**src/verilog/i2c_target_pkg.sv**
```systemverilog
// package: register map, field layout and bus constants for the i2c target
package i2c_target_pkg;

    // ****************************************************************
    // bus address and register offsets
    // ****************************************************************
    localparam logic [6:0] BUS_ADDRESS = 7'h6C;
    localparam logic [7:0] OFF_SOFT_RESET = 8'h00;
    localparam logic [7:0] OFF_PART_ID = 8'h01;
    localparam logic [7:0] OFF_BIAS_LIMIT = 8'h10;
    localparam logic [7:0] OFF_REF_PTAT = 8'h11;
    localparam logic [7:0] OFF_REF_CTAT = 8'h12;
    localparam logic [7:0] OFF_REF_CTRL = 8'h13;
    localparam logic [7:0] OFF_BIAS_GAIN = 8'h14;
    localparam logic [7:0] OFF_BIAS_THRESH = 8'h15;

    // ****************************************************************
    // reset values and writable bit masks
    // ****************************************************************
    localparam logic [7:0] RST_SOFT_RESET = 8'h00;
    localparam logic [7:0] RST_BIAS_LIMIT = 8'h06;
    localparam logic [7:0] RST_REF_PTAT = 8'h37;
    localparam logic [7:0] RST_REF_CTAT = 8'h49;
    localparam logic [7:0] RST_REF_CTRL = 8'h0A;
    localparam logic [7:0] RST_BIAS_GAIN = 8'h18;
    localparam logic [7:0] RST_BIAS_THRESH = 8'h70;
    localparam logic [7:0] MASK_SOFT_RESET = 8'h01;
    localparam logic [7:0] MASK_BIAS_LIMIT = 8'h0F;
    localparam logic [7:0] MASK_REF_TRIM = 8'h7F;
    localparam logic [7:0] MASK_REF_CTRL = 8'h1F;
    localparam logic [7:0] MASK_BIAS_GAIN = 8'h7F;
    localparam logic [7:0] MASK_BIAS_THRESH = 8'hF0;

    // ****************************************************************
    // field positions and byte width
    // ****************************************************************
    localparam int RESTORE_BIT = 0;
    localparam int REF_DISABLE_BIT = 4;
    localparam int GAIN_BYPASS_BIT = 6;
    localparam int BYTE_BITS = 8;

    // analog control word handed to the bias and reference circuits
    typedef struct packed {
        logic [3:0] biasCurrentLimitField;
        logic [6:0] refPtatTrim;
        logic [6:0] refCtatTrim;
        logic internalReferenceDisable;
        logic [3:0] referenceCurrentTrim;
        logic biasGainBypass;
        logic [5:0] biasGainSetting;
        logic biasTransresistanceOff;
        logic [3:0] biasThresholdSetting;
    } analog_ctrl_type;

    // one register access from the serial engine
    typedef struct packed {
        logic write;
        logic [7:0] addr;
        logic [7:0] data;
    } reg_access_type;

endpackage : i2c_target_pkg

```
**src/verilog/edge_detect.sv**
```systemverilog
// edge detector for one sampled line
`timescale 1ns/1ps
module edge_detect (
    // clock and reset
    input wire logic clk_sys,
    input wire logic rstn,
    // sampled line and events
    input wire logic lineIn,
    output logic rise,
    output logic fall,
    output logic level
);
    logic prev_reg;

    // keep the last level; reset as released bus (high)
    always_ff @(posedge clk_sys) begin
        if (!rstn) begin
            prev_reg <= 1'b1;
        end else begin
            prev_reg <= lineIn;
        end
    end

    assign rise = lineIn & ~prev_reg;
    assign fall = ~lineIn & prev_reg;
    assign level = prev_reg;
endmodule : edge_detect

```
**src/verilog/config_regs.sv**
```systemverilog
// configuration register bank with soft restore
`timescale 1ns/1ps
module config_regs #(
    parameter logic [7:0] PART_ID = 8'h5A // arbitrary identifier value
) (
    // clock and reset
    input wire logic clk_sys,
    input wire logic rstn,
    // access from serial engine
    input wire i2c_target_pkg::reg_access_type access,
    input wire logic accessValid,
    output logic [7:0] readData,
    // analog controls
    output i2c_target_pkg::analog_ctrl_type ctrl
);
    logic [7:0] biasLimit_reg;
    logic [7:0] refPtat_reg;
    logic [7:0] refCtat_reg;
    logic [7:0] refCtrl_reg;
    logic [7:0] biasGain_reg;
    logic [7:0] biasThresh_reg;
    logic restore;

    assign restore = accessValid && access.write
        && access.addr == i2c_target_pkg::OFF_SOFT_RESET
        && access.data[i2c_target_pkg::RESTORE_BIT];

    // writable registers; restore wins over everything
    always_ff @(posedge clk_sys) begin
        if (!rstn || restore) begin
            biasLimit_reg <= i2c_target_pkg::RST_BIAS_LIMIT;
            refPtat_reg <= i2c_target_pkg::RST_REF_PTAT;
            refCtat_reg <= i2c_target_pkg::RST_REF_CTAT;
            refCtrl_reg <= i2c_target_pkg::RST_REF_CTRL;
            biasGain_reg <= i2c_target_pkg::RST_BIAS_GAIN;
            biasThresh_reg <= i2c_target_pkg::RST_BIAS_THRESH;
        end else if (accessValid && access.write) begin
            // unlisted and read-only offsets fall through
            unique case (access.addr)
                i2c_target_pkg::OFF_BIAS_LIMIT: begin
                    biasLimit_reg <= access.data
                        & i2c_target_pkg::MASK_BIAS_LIMIT;
                end
                i2c_target_pkg::OFF_REF_PTAT: begin
                    refPtat_reg <= access.data
                        & i2c_target_pkg::MASK_REF_TRIM;
                end
                i2c_target_pkg::OFF_REF_CTAT: begin
                    refCtat_reg <= access.data
                        & i2c_target_pkg::MASK_REF_TRIM;
                end
                i2c_target_pkg::OFF_REF_CTRL: begin
                    refCtrl_reg <= access.data
                        & i2c_target_pkg::MASK_REF_CTRL;
                end
                i2c_target_pkg::OFF_BIAS_GAIN: begin
                    biasGain_reg <= access.data
                        & i2c_target_pkg::MASK_BIAS_GAIN;
                end
                i2c_target_pkg::OFF_BIAS_THRESH: begin
                    biasThresh_reg <= access.data
                        & i2c_target_pkg::MASK_BIAS_THRESH;
                end
                default: begin
                end
            endcase
        end
    end

    // read mux; the restore bit is self clearing so it reads zero
    always_comb begin
        unique case (access.addr)
            i2c_target_pkg::OFF_SOFT_RESET: begin
                readData = i2c_target_pkg::RST_SOFT_RESET;
            end
            i2c_target_pkg::OFF_PART_ID: readData = PART_ID;
            i2c_target_pkg::OFF_BIAS_LIMIT: readData = biasLimit_reg;
            i2c_target_pkg::OFF_REF_PTAT: readData = refPtat_reg;
            i2c_target_pkg::OFF_REF_CTAT: readData = refCtat_reg;
            i2c_target_pkg::OFF_REF_CTRL: readData = refCtrl_reg;
            i2c_target_pkg::OFF_BIAS_GAIN: readData = biasGain_reg;
            i2c_target_pkg::OFF_BIAS_THRESH: readData = biasThresh_reg;
            default: readData = 8'h00;
        endcase
    end

    // field breakout toward the analog side
    always_comb begin
        ctrl.biasCurrentLimitField = biasLimit_reg[3:0];
        ctrl.refPtatTrim = refPtat_reg[6:0];
        ctrl.refCtatTrim = refCtat_reg[6:0];
        ctrl.internalReferenceDisable =
            refCtrl_reg[i2c_target_pkg::REF_DISABLE_BIT];
        ctrl.referenceCurrentTrim = refCtrl_reg[3:0];
        ctrl.biasGainBypass = biasGain_reg[i2c_target_pkg::GAIN_BYPASS_BIT];
        ctrl.biasGainSetting = biasGain_reg[5:0];
        // zero gain also forces it off
        ctrl.biasTransresistanceOff = ctrl.biasGainBypass
            || (ctrl.biasGainSetting == 6'h00);
        ctrl.biasThresholdSetting = biasThresh_reg[7:4];
    end
endmodule : config_regs

```
**src/verilog/i2c_config_target.sv**
```systemverilog
// i2c target serial engine with its configuration register bank
`timescale 1ns/1ps

module i2c_config_target #(
    parameter logic [7:0] PART_ID = 8'h5A // arbitrary identifier value
) (
    // clock and reset
    input wire logic clk_sys,
    input wire logic rstn,
    // serial bus pins
    input wire logic sclIn,
    input wire logic sdaIn,
    output logic sdaOut,
    output logic sdaOe,
    // analog controls
    output i2c_target_pkg::analog_ctrl_type ctrl,
    // status
    output logic busy
);
    // ****************************************************************
    // state encoding
    // ****************************************************************
    typedef enum logic [5:0] {
        IDLE = 6'b00_0001,
        RECV = 6'b00_0010,
        ACK = 6'b00_0100,
        SEND = 6'b00_1000,
        CHECK = 6'b01_0000,
        WAIT = 6'b10_0000
    } state_type;

    // which byte the receiver is collecting
    typedef enum logic [2:0] {
        PH_ADDR = 3'b001,
        PH_REG = 3'b010,
        PH_DATA = 3'b100
    } phase_type;

    state_type state_reg;
    phase_type phase_reg;
    logic [7:0] shift_reg;
    logic [3:0] bitCount_reg;
    logic [7:0] regAddr_reg;
    logic readMode_reg;
    logic sdaOe_reg;
    logic busy_reg;
    i2c_target_pkg::analog_ctrl_type ctrl_reg;
    i2c_target_pkg::analog_ctrl_type ctrlNext;
    i2c_target_pkg::reg_access_type access;
    logic accessValid;
    logic [7:0] readData;
    logic sclRise, sclFall, sclLevel;
    logic sdaRise, sdaFall, sdaLevel;
    logic startCond, stopCond;
    logic byteDone;
    logic [7:0] rxByte;

    // ****************************************************************
    // pin event detection
    // ****************************************************************
    edge_detect sclEdges (
        .clk_sys(clk_sys),
        .rstn(rstn),
        .lineIn(sclIn),
        .rise(sclRise),
        .fall(sclFall),
        .level(sclLevel)
    );

    edge_detect sdaEdges (
        .clk_sys(clk_sys),
        .rstn(rstn),
        .lineIn(sdaIn),
        .rise(sdaRise),
        .fall(sdaFall),
        .level(sdaLevel)
    );

    // start and stop: sda moves while scl held high
    assign startCond = sdaFall && sclLevel && sclIn;
    assign stopCond = sdaRise && sclLevel && sclIn;

    // msb first, new bit enters at lsb
    assign rxByte = {shift_reg[6:0], sdaIn};
    assign byteDone = sclRise && (bitCount_reg == 4'd7);

    // ****************************************************************
    // register bank
    // ****************************************************************
    // one access per byte: write on a data byte, read address live
    assign access.write = (state_reg == RECV) && (phase_reg == PH_DATA)
        && byteDone && !startCond && !stopCond;
    assign access.addr = regAddr_reg;
    assign access.data = rxByte;
    assign accessValid = access.write;

    config_regs #(
        .PART_ID(PART_ID)
    ) regBank (
        .clk_sys(clk_sys),
        .rstn(rstn),
        .access(access),
        .accessValid(accessValid),
        .readData(readData),
        .ctrl(ctrlNext)
    );

    // ****************************************************************
    // serial protocol engine
    // ****************************************************************
    // bit sampling on scl rise, sda changes on scl fall
    always_ff @(posedge clk_sys) begin
        if (!rstn) begin
            state_reg <= IDLE;
            phase_reg <= PH_ADDR;
            shift_reg <= 8'h00;
            bitCount_reg <= 4'd0;
            regAddr_reg <= 8'h00;
            readMode_reg <= 1'b0;
        end else if (stopCond) begin
            state_reg <= IDLE;
        end else if (startCond) begin
            // start (or repeated start) restarts address phase
            state_reg <= RECV;
            phase_reg <= PH_ADDR;
            bitCount_reg <= 4'd0;
        end else begin
            unique case (state_reg)
                IDLE: begin
                end
                RECV: begin
                    if (sclRise) begin
                        shift_reg <= rxByte;
                        bitCount_reg <= bitCount_reg + 4'd1;
                    end
                    if (byteDone) begin
                        unique case (phase_reg)
                            PH_ADDR: begin
                                if (rxByte[7:1]
                                    == i2c_target_pkg::BUS_ADDRESS) begin
                                    readMode_reg <= rxByte[0];
                                    state_reg <= ACK;
                                end else begin
                                    state_reg <= WAIT;
                                end
                            end
                            PH_REG: begin
                                regAddr_reg <= rxByte;
                                state_reg <= ACK;
                            end
                            PH_DATA: begin
                                state_reg <= ACK;
                            end
                            default: state_reg <= IDLE;
                        endcase
                    end
                end
                ACK: begin
                    // ack bit spans one scl pulse, left on its fall
                    if (sclFall && bitCount_reg == 4'd9) begin
                        bitCount_reg <= 4'd0;
                        if (phase_reg == PH_ADDR && readMode_reg) begin
                            state_reg <= SEND;
                            shift_reg <= readData;
                        end else begin
                            state_reg <= RECV;
                            // step address after a data byte
                            if (phase_reg == PH_DATA) begin
                                regAddr_reg <= regAddr_reg + 8'd1;
                            end
                            phase_reg <= (phase_reg == PH_ADDR)
                                ? PH_REG : PH_DATA;
                        end
                    end else if (sclFall) begin
                        bitCount_reg <= 4'd9;
                    end
                end
                SEND: begin
                    // shift next bit out after each falling edge
                    if (sclFall) begin
                        shift_reg <= {shift_reg[6:0], 1'b0};
                        bitCount_reg <= bitCount_reg + 4'd1;
                        if (bitCount_reg == 4'd7) begin
                            state_reg <= CHECK;
                        end
                    end
                end
                CHECK: begin
                    // controller ack or nack on ninth clock
                    if (sclRise) begin
                        if (sdaIn) begin
                            state_reg <= WAIT;
                        end else begin
                            regAddr_reg <= regAddr_reg + 8'd1;
                            bitCount_reg <= 4'd8;
                        end
                    end else if (sclFall && bitCount_reg == 4'd8) begin
                        state_reg <= SEND;
                        bitCount_reg <= 4'd0;
                        shift_reg <= readData;
                    end
                end
                WAIT: begin
                end
                default: state_reg <= IDLE;
            endcase
        end
    end

    // ****************************************************************
    // sda driver
    // ****************************************************************
    // open drain, output value is always low
    assign sdaOut = 1'b0;

    // enable decided one clock after the scl fall, but the ack release on the fall clock itself; both inside the low phase
    always_ff @(posedge clk_sys) begin
        if (!rstn) begin
            sdaOe_reg <= 1'b0;
        end else if (startCond || stopCond) begin
            sdaOe_reg <= 1'b0;
        end else begin
            unique case (state_reg)
                // pull low from the eighth fall to the ninth
                ACK: sdaOe_reg <= (bitCount_reg == 4'd9) && !sclFall;
                SEND: sdaOe_reg <= ~shift_reg[7];
                default: sdaOe_reg <= 1'b0;
            endcase
        end
    end
    assign sdaOe = sdaOe_reg;

    // ****************************************************************
    // registered outputs
    // ****************************************************************
    // limit field and others pass out through a register
    // gain field carried whole with its bypass meaning
    always_ff @(posedge clk_sys) begin
        if (!rstn) begin
            ctrl_reg <= '0;
            busy_reg <= 1'b0;
        end else begin
            ctrl_reg <= ctrlNext;
            busy_reg <= (state_reg != IDLE) && (state_reg != WAIT);
        end
    end
    assign ctrl = ctrl_reg;
    assign busy = busy_reg;

    // rate limit is the controller's; 125 mhz oversamples it
    // one engine serves single and burst access alike
endmodule : i2c_config_target

```
**config.mk**
```make
export PLATFORM = sky130hd
export DESIGN_NAME = i2c_config_target
export DESIGN_NICKNAME = d
export VERILOG_FILES = /design/src/verilog/i2c_target_pkg.sv /design/src/verilog/edge_detect.sv /design/src/verilog/config_regs.sv /design/src/verilog/i2c_config_target.sv
export SDC_FILE = /design/constraint.sdc
export NUM_CORES = 1
export LEC_CHECK = 0
export ABC_CLOCK_PERIOD_IN_PS = 3000
export BUFFER_PORTS_ARGS = -buffer_cell sky130_fd_sc_hd__buf_4
export CAP_MARGIN = 20
export CORE_ASPECT_RATIO = 0.75
export CORE_UTILIZATION = 50
export DETAILED_ROUTE_END_ITERATION = 16
export PLACE_DENSITY_LB_ADDON = 0.2
export SLEW_MARGIN = 20
export SYNTH_ARGS = -nofsm -noshare
export SYNTH_HDL_FRONTEND = slang
export SYNTH_HIERARCHICAL = 1
export SYNTH_SLANG_ARGS = --single-unit
```
**constraint.sdc**
```tcl
create_clock -name clk_sys -period 3 [get_ports clk_sys]
set_input_delay 0.45 -clock clk_sys [delete_from_list [all_inputs] [get_ports clk_sys]]
set_output_delay 0.45 -clock clk_sys [all_outputs]
set_load 0.005 [all_outputs]
```
=== After elaboration in Yosys (flattened, before gate mapping) ===
Index checks and enable logic that the tools add are counted.

* Add/subtract/negate cells: 2
* Equal/unequal tests: 48
* Mux-type cells: 43
* Bitwise logic cells: 13
* Reductions and logical operators: 48

{| class="wikitable"
|+ Operators with widths
! kind !! number
|-
| two-way mux 8 bit || 13
|-
| one-hot mux 8 bit (7 select lines) || 1
|-
| == test 8 x 5 -> 1 bit (second input constant) || 6
|-
| two-way mux 6 bit || 8
|-
| two-way mux 4 bit || 9
|-
| one-hot mux 8 bit (4 select lines) || 1
|-
| one-hot mux 6 bit (5 select lines) || 1
|-
| inequality test 2 bit (second input constant) || 13
|-
| one-hot mux 8 bit (3 select lines) || 1
|-
| inequality test 3 bit (second input constant) || 7
|-
| AND reduction 7 bit || 3
|-
| logical AND 1 bit || 16
|-
| inequality test 4 bit (second input constant) || 4
|-
| one-hot mux 4 bit (4 select lines) || 1
|-
| two-way mux 3 bit || 5
|-
| one-hot mux 6 bit (2 select lines) || 1
|-
| AND reduction 2 bit || 6
|-
| AND reduction 10 bit || 1
|-
| NOT 1 bit || 9
|-
| AND reduction 9 bit || 1
|-
| adder 8 x 1 -> 8 bit (second input constant) || 1
|-
| == test 4 bit (second input constant) || 2
|-
| == test 8 x 1 -> 1 bit (second input constant) || 1
|-
| zero test 8 bit || 1
|-
| other kinds (29) || 42
|}

* Register bits: 103
* Output and inout bits: 38
* Logic and storage cells: 180

=== Longest topological paths before layout ===
* Depth after elaboration: 10
* Depth in mapped cells: 9

=== By module ===
The synthesis kept the hierarchy.

{| class="wikitable"
|+ Modules (own cells, without submodules)
! module !! instances !! cells each !! area each (um^2) !! seq. area each (um^2)
|-
| i2c_config_target || 1 || 357 || 3352.0 || 1341.3
|-
| config_regs || 1 || 187 || 1750.4 || 680.7
|-
| edge_detect || 2 || 4 || 38.8 || 20.0
|}

=== Least setup slack after synthesis ===
Ideal clock, no wire load.

* Path type: input port to flip-flop
* Start point: input port sclIn
* End point: register regBank.biasGain_reg[0]
* Setup time: 0.115 ns
* Data arrival time: 2.099 ns
* Data required time: 2.885 ns
* Slack: 0.786 ns
* Cell stages on the path: 8
* Cells stage by stage: nor2b_1 > clkbuf_1 > and2_1 > and4_1 > nand3_1 > o41ai_4 > buf_6 > nor2_1

* Word-level cells in the longest chain between the ends: 8
* Elaborated cells between the ends (all ways): 13

{| class="wikitable"
|+ RTL lines
! element !! line !! source
|-
| start: declaration || i2c_config_target.sv:11 || <nowiki>input wire logic sclIn,</nowiki>
|-
| bitwise AND 1 bit || edge_detect.sv:24 || <nowiki>assign rise = lineIn & ~prev_reg;</nowiki>
|-
| logical AND 1 bit || i2c_config_target.sv:85 || <nowiki>assign byteDone = sclRise && (bitCount_reg == 4'd7);</nowiki>
|-
| logical AND 1 bit (2 in a row) || i2c_config_target.sv:92 || <nowiki>&& byteDone && !startCond && !stopCond;</nowiki>
|-
| logical AND 1 bit (*) || i2c_config_target.sv:92 ||
|-
| net accessValid || i2c_config_target.sv:50 || <nowiki>logic accessValid;</nowiki>
|-
| logical AND 1 bit || config_regs.sv:25 || <nowiki>&& access.addr == i2c_target_pkg::OFF_SOFT_RESET</nowiki>
|-
| logical AND 1 bit || config_regs.sv:26 || <nowiki>&& access.data[i2c_target_pkg::RESTORE_BIT];</nowiki>
|-
| logical OR 1 bit || config_regs.sv:30 || <nowiki>if (!rstn || restore) begin</nowiki>
|-
| end signal: assignment || config_regs.sv:35 || <nowiki>biasGain_reg <= i2c_target_pkg::RST_BIAS_GAIN;</nowiki>
|-
| end signal: assignment || config_regs.sv:57 || <nowiki>biasGain_reg <= access.data</nowiki>
|-
| end: declaration || config_regs.sv:20 || <nowiki>logic [7:0] biasGain_reg;</nowiki>
|}

Mark *: on every way through the listed nets, which the timed path passes. The rest lies on a longest branch.
A chain may end at the register's enable or synchronous reset.

=== Worst setup path in the final report ===
* Start point: register state_reg[1]
* End point: register regBank.refPtat_reg[1]

* Word-level cells in the longest chain between the ends: 8
* Elaborated cells between the ends (all ways): 9

{| class="wikitable"
|+ RTL lines
! element !! line !! source
|-
| start: declaration || i2c_config_target.sv:39 || <nowiki>state_type state_reg;</nowiki>
|-
| start signal: assignment || i2c_config_target.sv:114 || <nowiki>state_reg <= IDLE;</nowiki>
|-
| start signal: assignment || i2c_config_target.sv:121 || <nowiki>state_reg <= IDLE;</nowiki>
|-
| start signal: assignment || i2c_config_target.sv:124 || <nowiki>state_reg <= RECV;</nowiki>
|-
| == test 6 x 2 -> 1 bit (*) || i2c_config_target.sv:91 || <nowiki>assign access.write = (state_reg == RECV) && (phase_reg == PH_DATA)</nowiki>
|-
| logical AND 1 bit (*) || i2c_config_target.sv:91 ||
|-
| logical AND 1 bit (*) (3 in a row) || i2c_config_target.sv:92 ||
|-
| net accessValid || i2c_config_target.sv:50 ||
|-
| logical AND 1 bit || config_regs.sv:25 ||
|-
| logical AND 1 bit || config_regs.sv:26 ||
|-
| logical OR 1 bit || config_regs.sv:30 ||
|-
| end signal: assignment || config_regs.sv:32 || <nowiki>refPtat_reg <= i2c_target_pkg::RST_REF_PTAT;</nowiki>
|-
| end signal: assignment || config_regs.sv:45 || <nowiki>refPtat_reg <= access.data</nowiki>
|-
| end: declaration || config_regs.sv:17 || <nowiki>logic [7:0] refPtat_reg;</nowiki>
|}

Marks and branches as above.

==> impl_metrics.py <==
metrics = {
    "run_status": {
        "status": "completed",
    },
    "timing": {
        "final_hold_viol_count": 0,
        "finalCritPeriodShare_pct": 87.0,
        "fin_crit_ps": 2610,
        "setup_viol": 0,
        "fin_hold_ws_ps": 340,
        "fmax_ghz": 0.383,
        "setup_ws_ps": 389,
        "report.final.slew_viol_count": 0,
        "rsz0062_at_grt": "false",
        "fin_skew_ps": 5.36,
        "tightest_slew_ps": 748,
        "fin_setup_tns_ps": 0,
        "max_slew_margin_pct": 48.8,
    },
    "clock_network": {
        "cts_hold_buf": 0,
        "cts_tree": "done",
        "post_cts_buffers": 0,
        "clk_pin_slew_worst_paths_ps": 70,
        "clock_sinks": 103,
        "cts_buffers": 9,
        "ctsHtreeMaxLevel": 3,
        "cts-root-buf": "clkbuf_16",
        "cts_buffer_depth": 2,
        "clk_latency_ps": 340,
        "cts_resized": 0,
    },
    "place": {
        "place.gp.congestion": 0.936,
        "dp.cells": 699,
        "hpwl_mm": 10.0,
        "numPortBuffers": 40,
        "place_ws_ps": 479,
    },
    "floorplan": {
        "die_area_um2": 10800,
        "die_h_um": 90.1,
        "core_um2": 9850,
        "io_pins": 42,
        "die-width_um": 120,
        "rows": 31,
        "initial_core_util_pct": 52.6,
    },
    "yosys": {
        "syn_nets": 560,
        "ys_ff_latch": 103,
        "yosys_warnings": 6,
        "ys.flop_type": "dfxtp_1",
        "syn_inst": 552,
        "synth-edff-count": 0,
        "synth-seq-area-share_pct": 39.8,
        "synth_cell_types": 83,
        "synth.avg_cell_area_um2": 9.38,
        "async_flop_share_pct": 0,
        "netlist_area_um2": 5180,
    },
    "pwr": {
        "ir_drop_mv": 0.342,
        "powerDensity_nw_per_um2": 565,
        "p_leak_nw": 2.25,
    },
    "detailed_routing": {
        "totalWireLength_mm": 13.8,
        "final_antenna_net_count": 0,
        "dr.first_iter.drc_count": 407,
        "routedWlPerCell_um": 19.2,
        "firstDrtPassIters": 5,
        "routed_via_density": 6.13,
        "vias": 4385,
        "drc": 0,
    },
    "finish": {
        "antenna_cells": 0,
        "nNetsFinal": 586,
        "fin_cells": 715,
        "areaGrowthSynthToFinish_pct": 12.1,
        "largest_register_ffs": 35,
        "drive_gt1_share_pct": 17.7,
    },
    "flow_run": {
        "cap_violations": 0,
    },
    "worst_setup_path": {
        "start_kind": "flip-flop",
        "path_buf_inv": 0,
        "crit_arrival_ps": 2810,
        "critPathKind": "flip-flop to flip-flop",
        "path_cells": "nor2b_1 > and2_1 > and4_1 > and3_1 > and3_1 > mux2i_1 > nand2_1",
        "rrSetupSlack_ps": 390,
        "path_delay_family": "simple AND/OR/NAND/NOR gates",
        "worst_ep_required_time_ps": 3200,
        "crit_slowest_cell": "dfxtp_1",
        "timing.critical_path.mode_cell": "and3_1",
        "crit_path_end_kind": "flip-flop",
        "crit_fanout": 13,
        "cpPeakStageDelay_ps": 630,
    },
    "grt": {
        "track_usage_pct": 26.5,
        "antenna_found_initial": 0,
        "grt_pass1_wl_mm": 22.2,
        "grt_pass1_vias": 4031,
        "grt_max_degree": 39,
        "gr-total-overflow": 0,
    },
    "worst_hold_path": {
        "hp-class": "primary input to flip-flop",
    },
}
==> where the power goes <==
part / internal [mW] / switching (mW)
Combinational: 0.230 / 0.310
Sequential: 1.43 / 0.122
Clock: 0.657 / 0.533
Total: 2.31 / 0.965
==> Yosys cell counts (all sizes together) (5+ instances only) <==
| cell type | number | area [um^2] |
|---|---|---|
| a211oi | 5 | 47.5 |
| a21oi | 18 | 90.1 |
| a311oi | 9 | 129 |
| a31oi | 13 | 81.3 |
| and2 | 40 | 250 |
| and3 | 9 | 56.3 |
| buf | 22 | 180 |
| clkbuf | 15 | 56.3 |
| dfxtp | 103 | 2060 |
| inv | 11 | 41.3 |
| mux2i | 43 | 430 |
| nand2 | 48 | 183 |
| nand2b | 8 | 50.1 |
| nand3 | 22 | 130 |
| nand3b | 6 | 45.0 |
| nand4 | 6 | 37.5 |
| nor2 | 35 | 136 |
| nor2b | 10 | 62.6 |
| nor3 | 9 | 50.1 |
| nor4 | 6 | 67.6 |
| o211ai | 8 | 65.1 |
| o21ai | 13 | 68.8 |
| o31ai | 5 | 37.5 |
| xor2 | 5 | 43.8 |
==> final cells by class <==
cell class	instances	area (um^2)
repair buffers	52	390
clock buffers	9	225
flip-flops and latches	103	2060
clock inverters	7	80.1
fillers	881	4050
well taps	132	165
inverters	11	41.3
multi-input cells	401	2840
==> per-stage QoR <==
stage | total power, mW | utilization, % | instance area [um^2]
3_5_place_dp | 2.10 | 55.8 | 5500
4_1_cts | 3.29 | 58.9 | 5800
3_3_place_gp | 2.10 | 55.8 | 5500
5_1_grt | 3.42 | 58.9 | 5800
6_report | 3.28 | 58.9 | 5800
2_1_floorplan | 1.96 | - | 5180
==> path summary, 6_finish.rpt <==
path	to	depth (start not counted)	from
worst min-delay path	sclEdges/level	2	sclIn
worst max-delay path	regBank/refPtat_reg[1]	7	state_reg[1]
worst min register to register	ctrl[16]	1	regBank/refCtrl_reg[4]
worst max register to register	regBank/refPtat_reg[1]	7	state_reg[1]
==> logic make-up after synthesis <==
kind of cell / share of synthesized area [%]
simple gates: 26.0
other cells: 0.0724
compound gates: 17.8
mux: 8.53
flops: 39.8
xor+xnor: 1.50
buf+inv: 5.36
fa+ha+maj: 0.966
==> metal layers <==
layer,GRT usage [%],routed length (um)
met5,0,0
met4,5.31,80
met3,9.71,1360
met2,34.7,5440
met1,40.4,6890
==> layout by cell type (no fill, tap or decap), types with 9 or more instances in the layout <==
cell type / n
dfxtp_1: 103
mux2i_1: 43
a21oi_1: 18
nand2_1: 47
nand3_1: 18
clkbuf_16: 9
inv_1: 11
and2_1: 40
o21ai_0: 11
nor2_1: 33
and3_1: 9
nor2b_1: 10
buf_4: 52
a31oi_1: 13
Power figures use the tool's default switching activity.
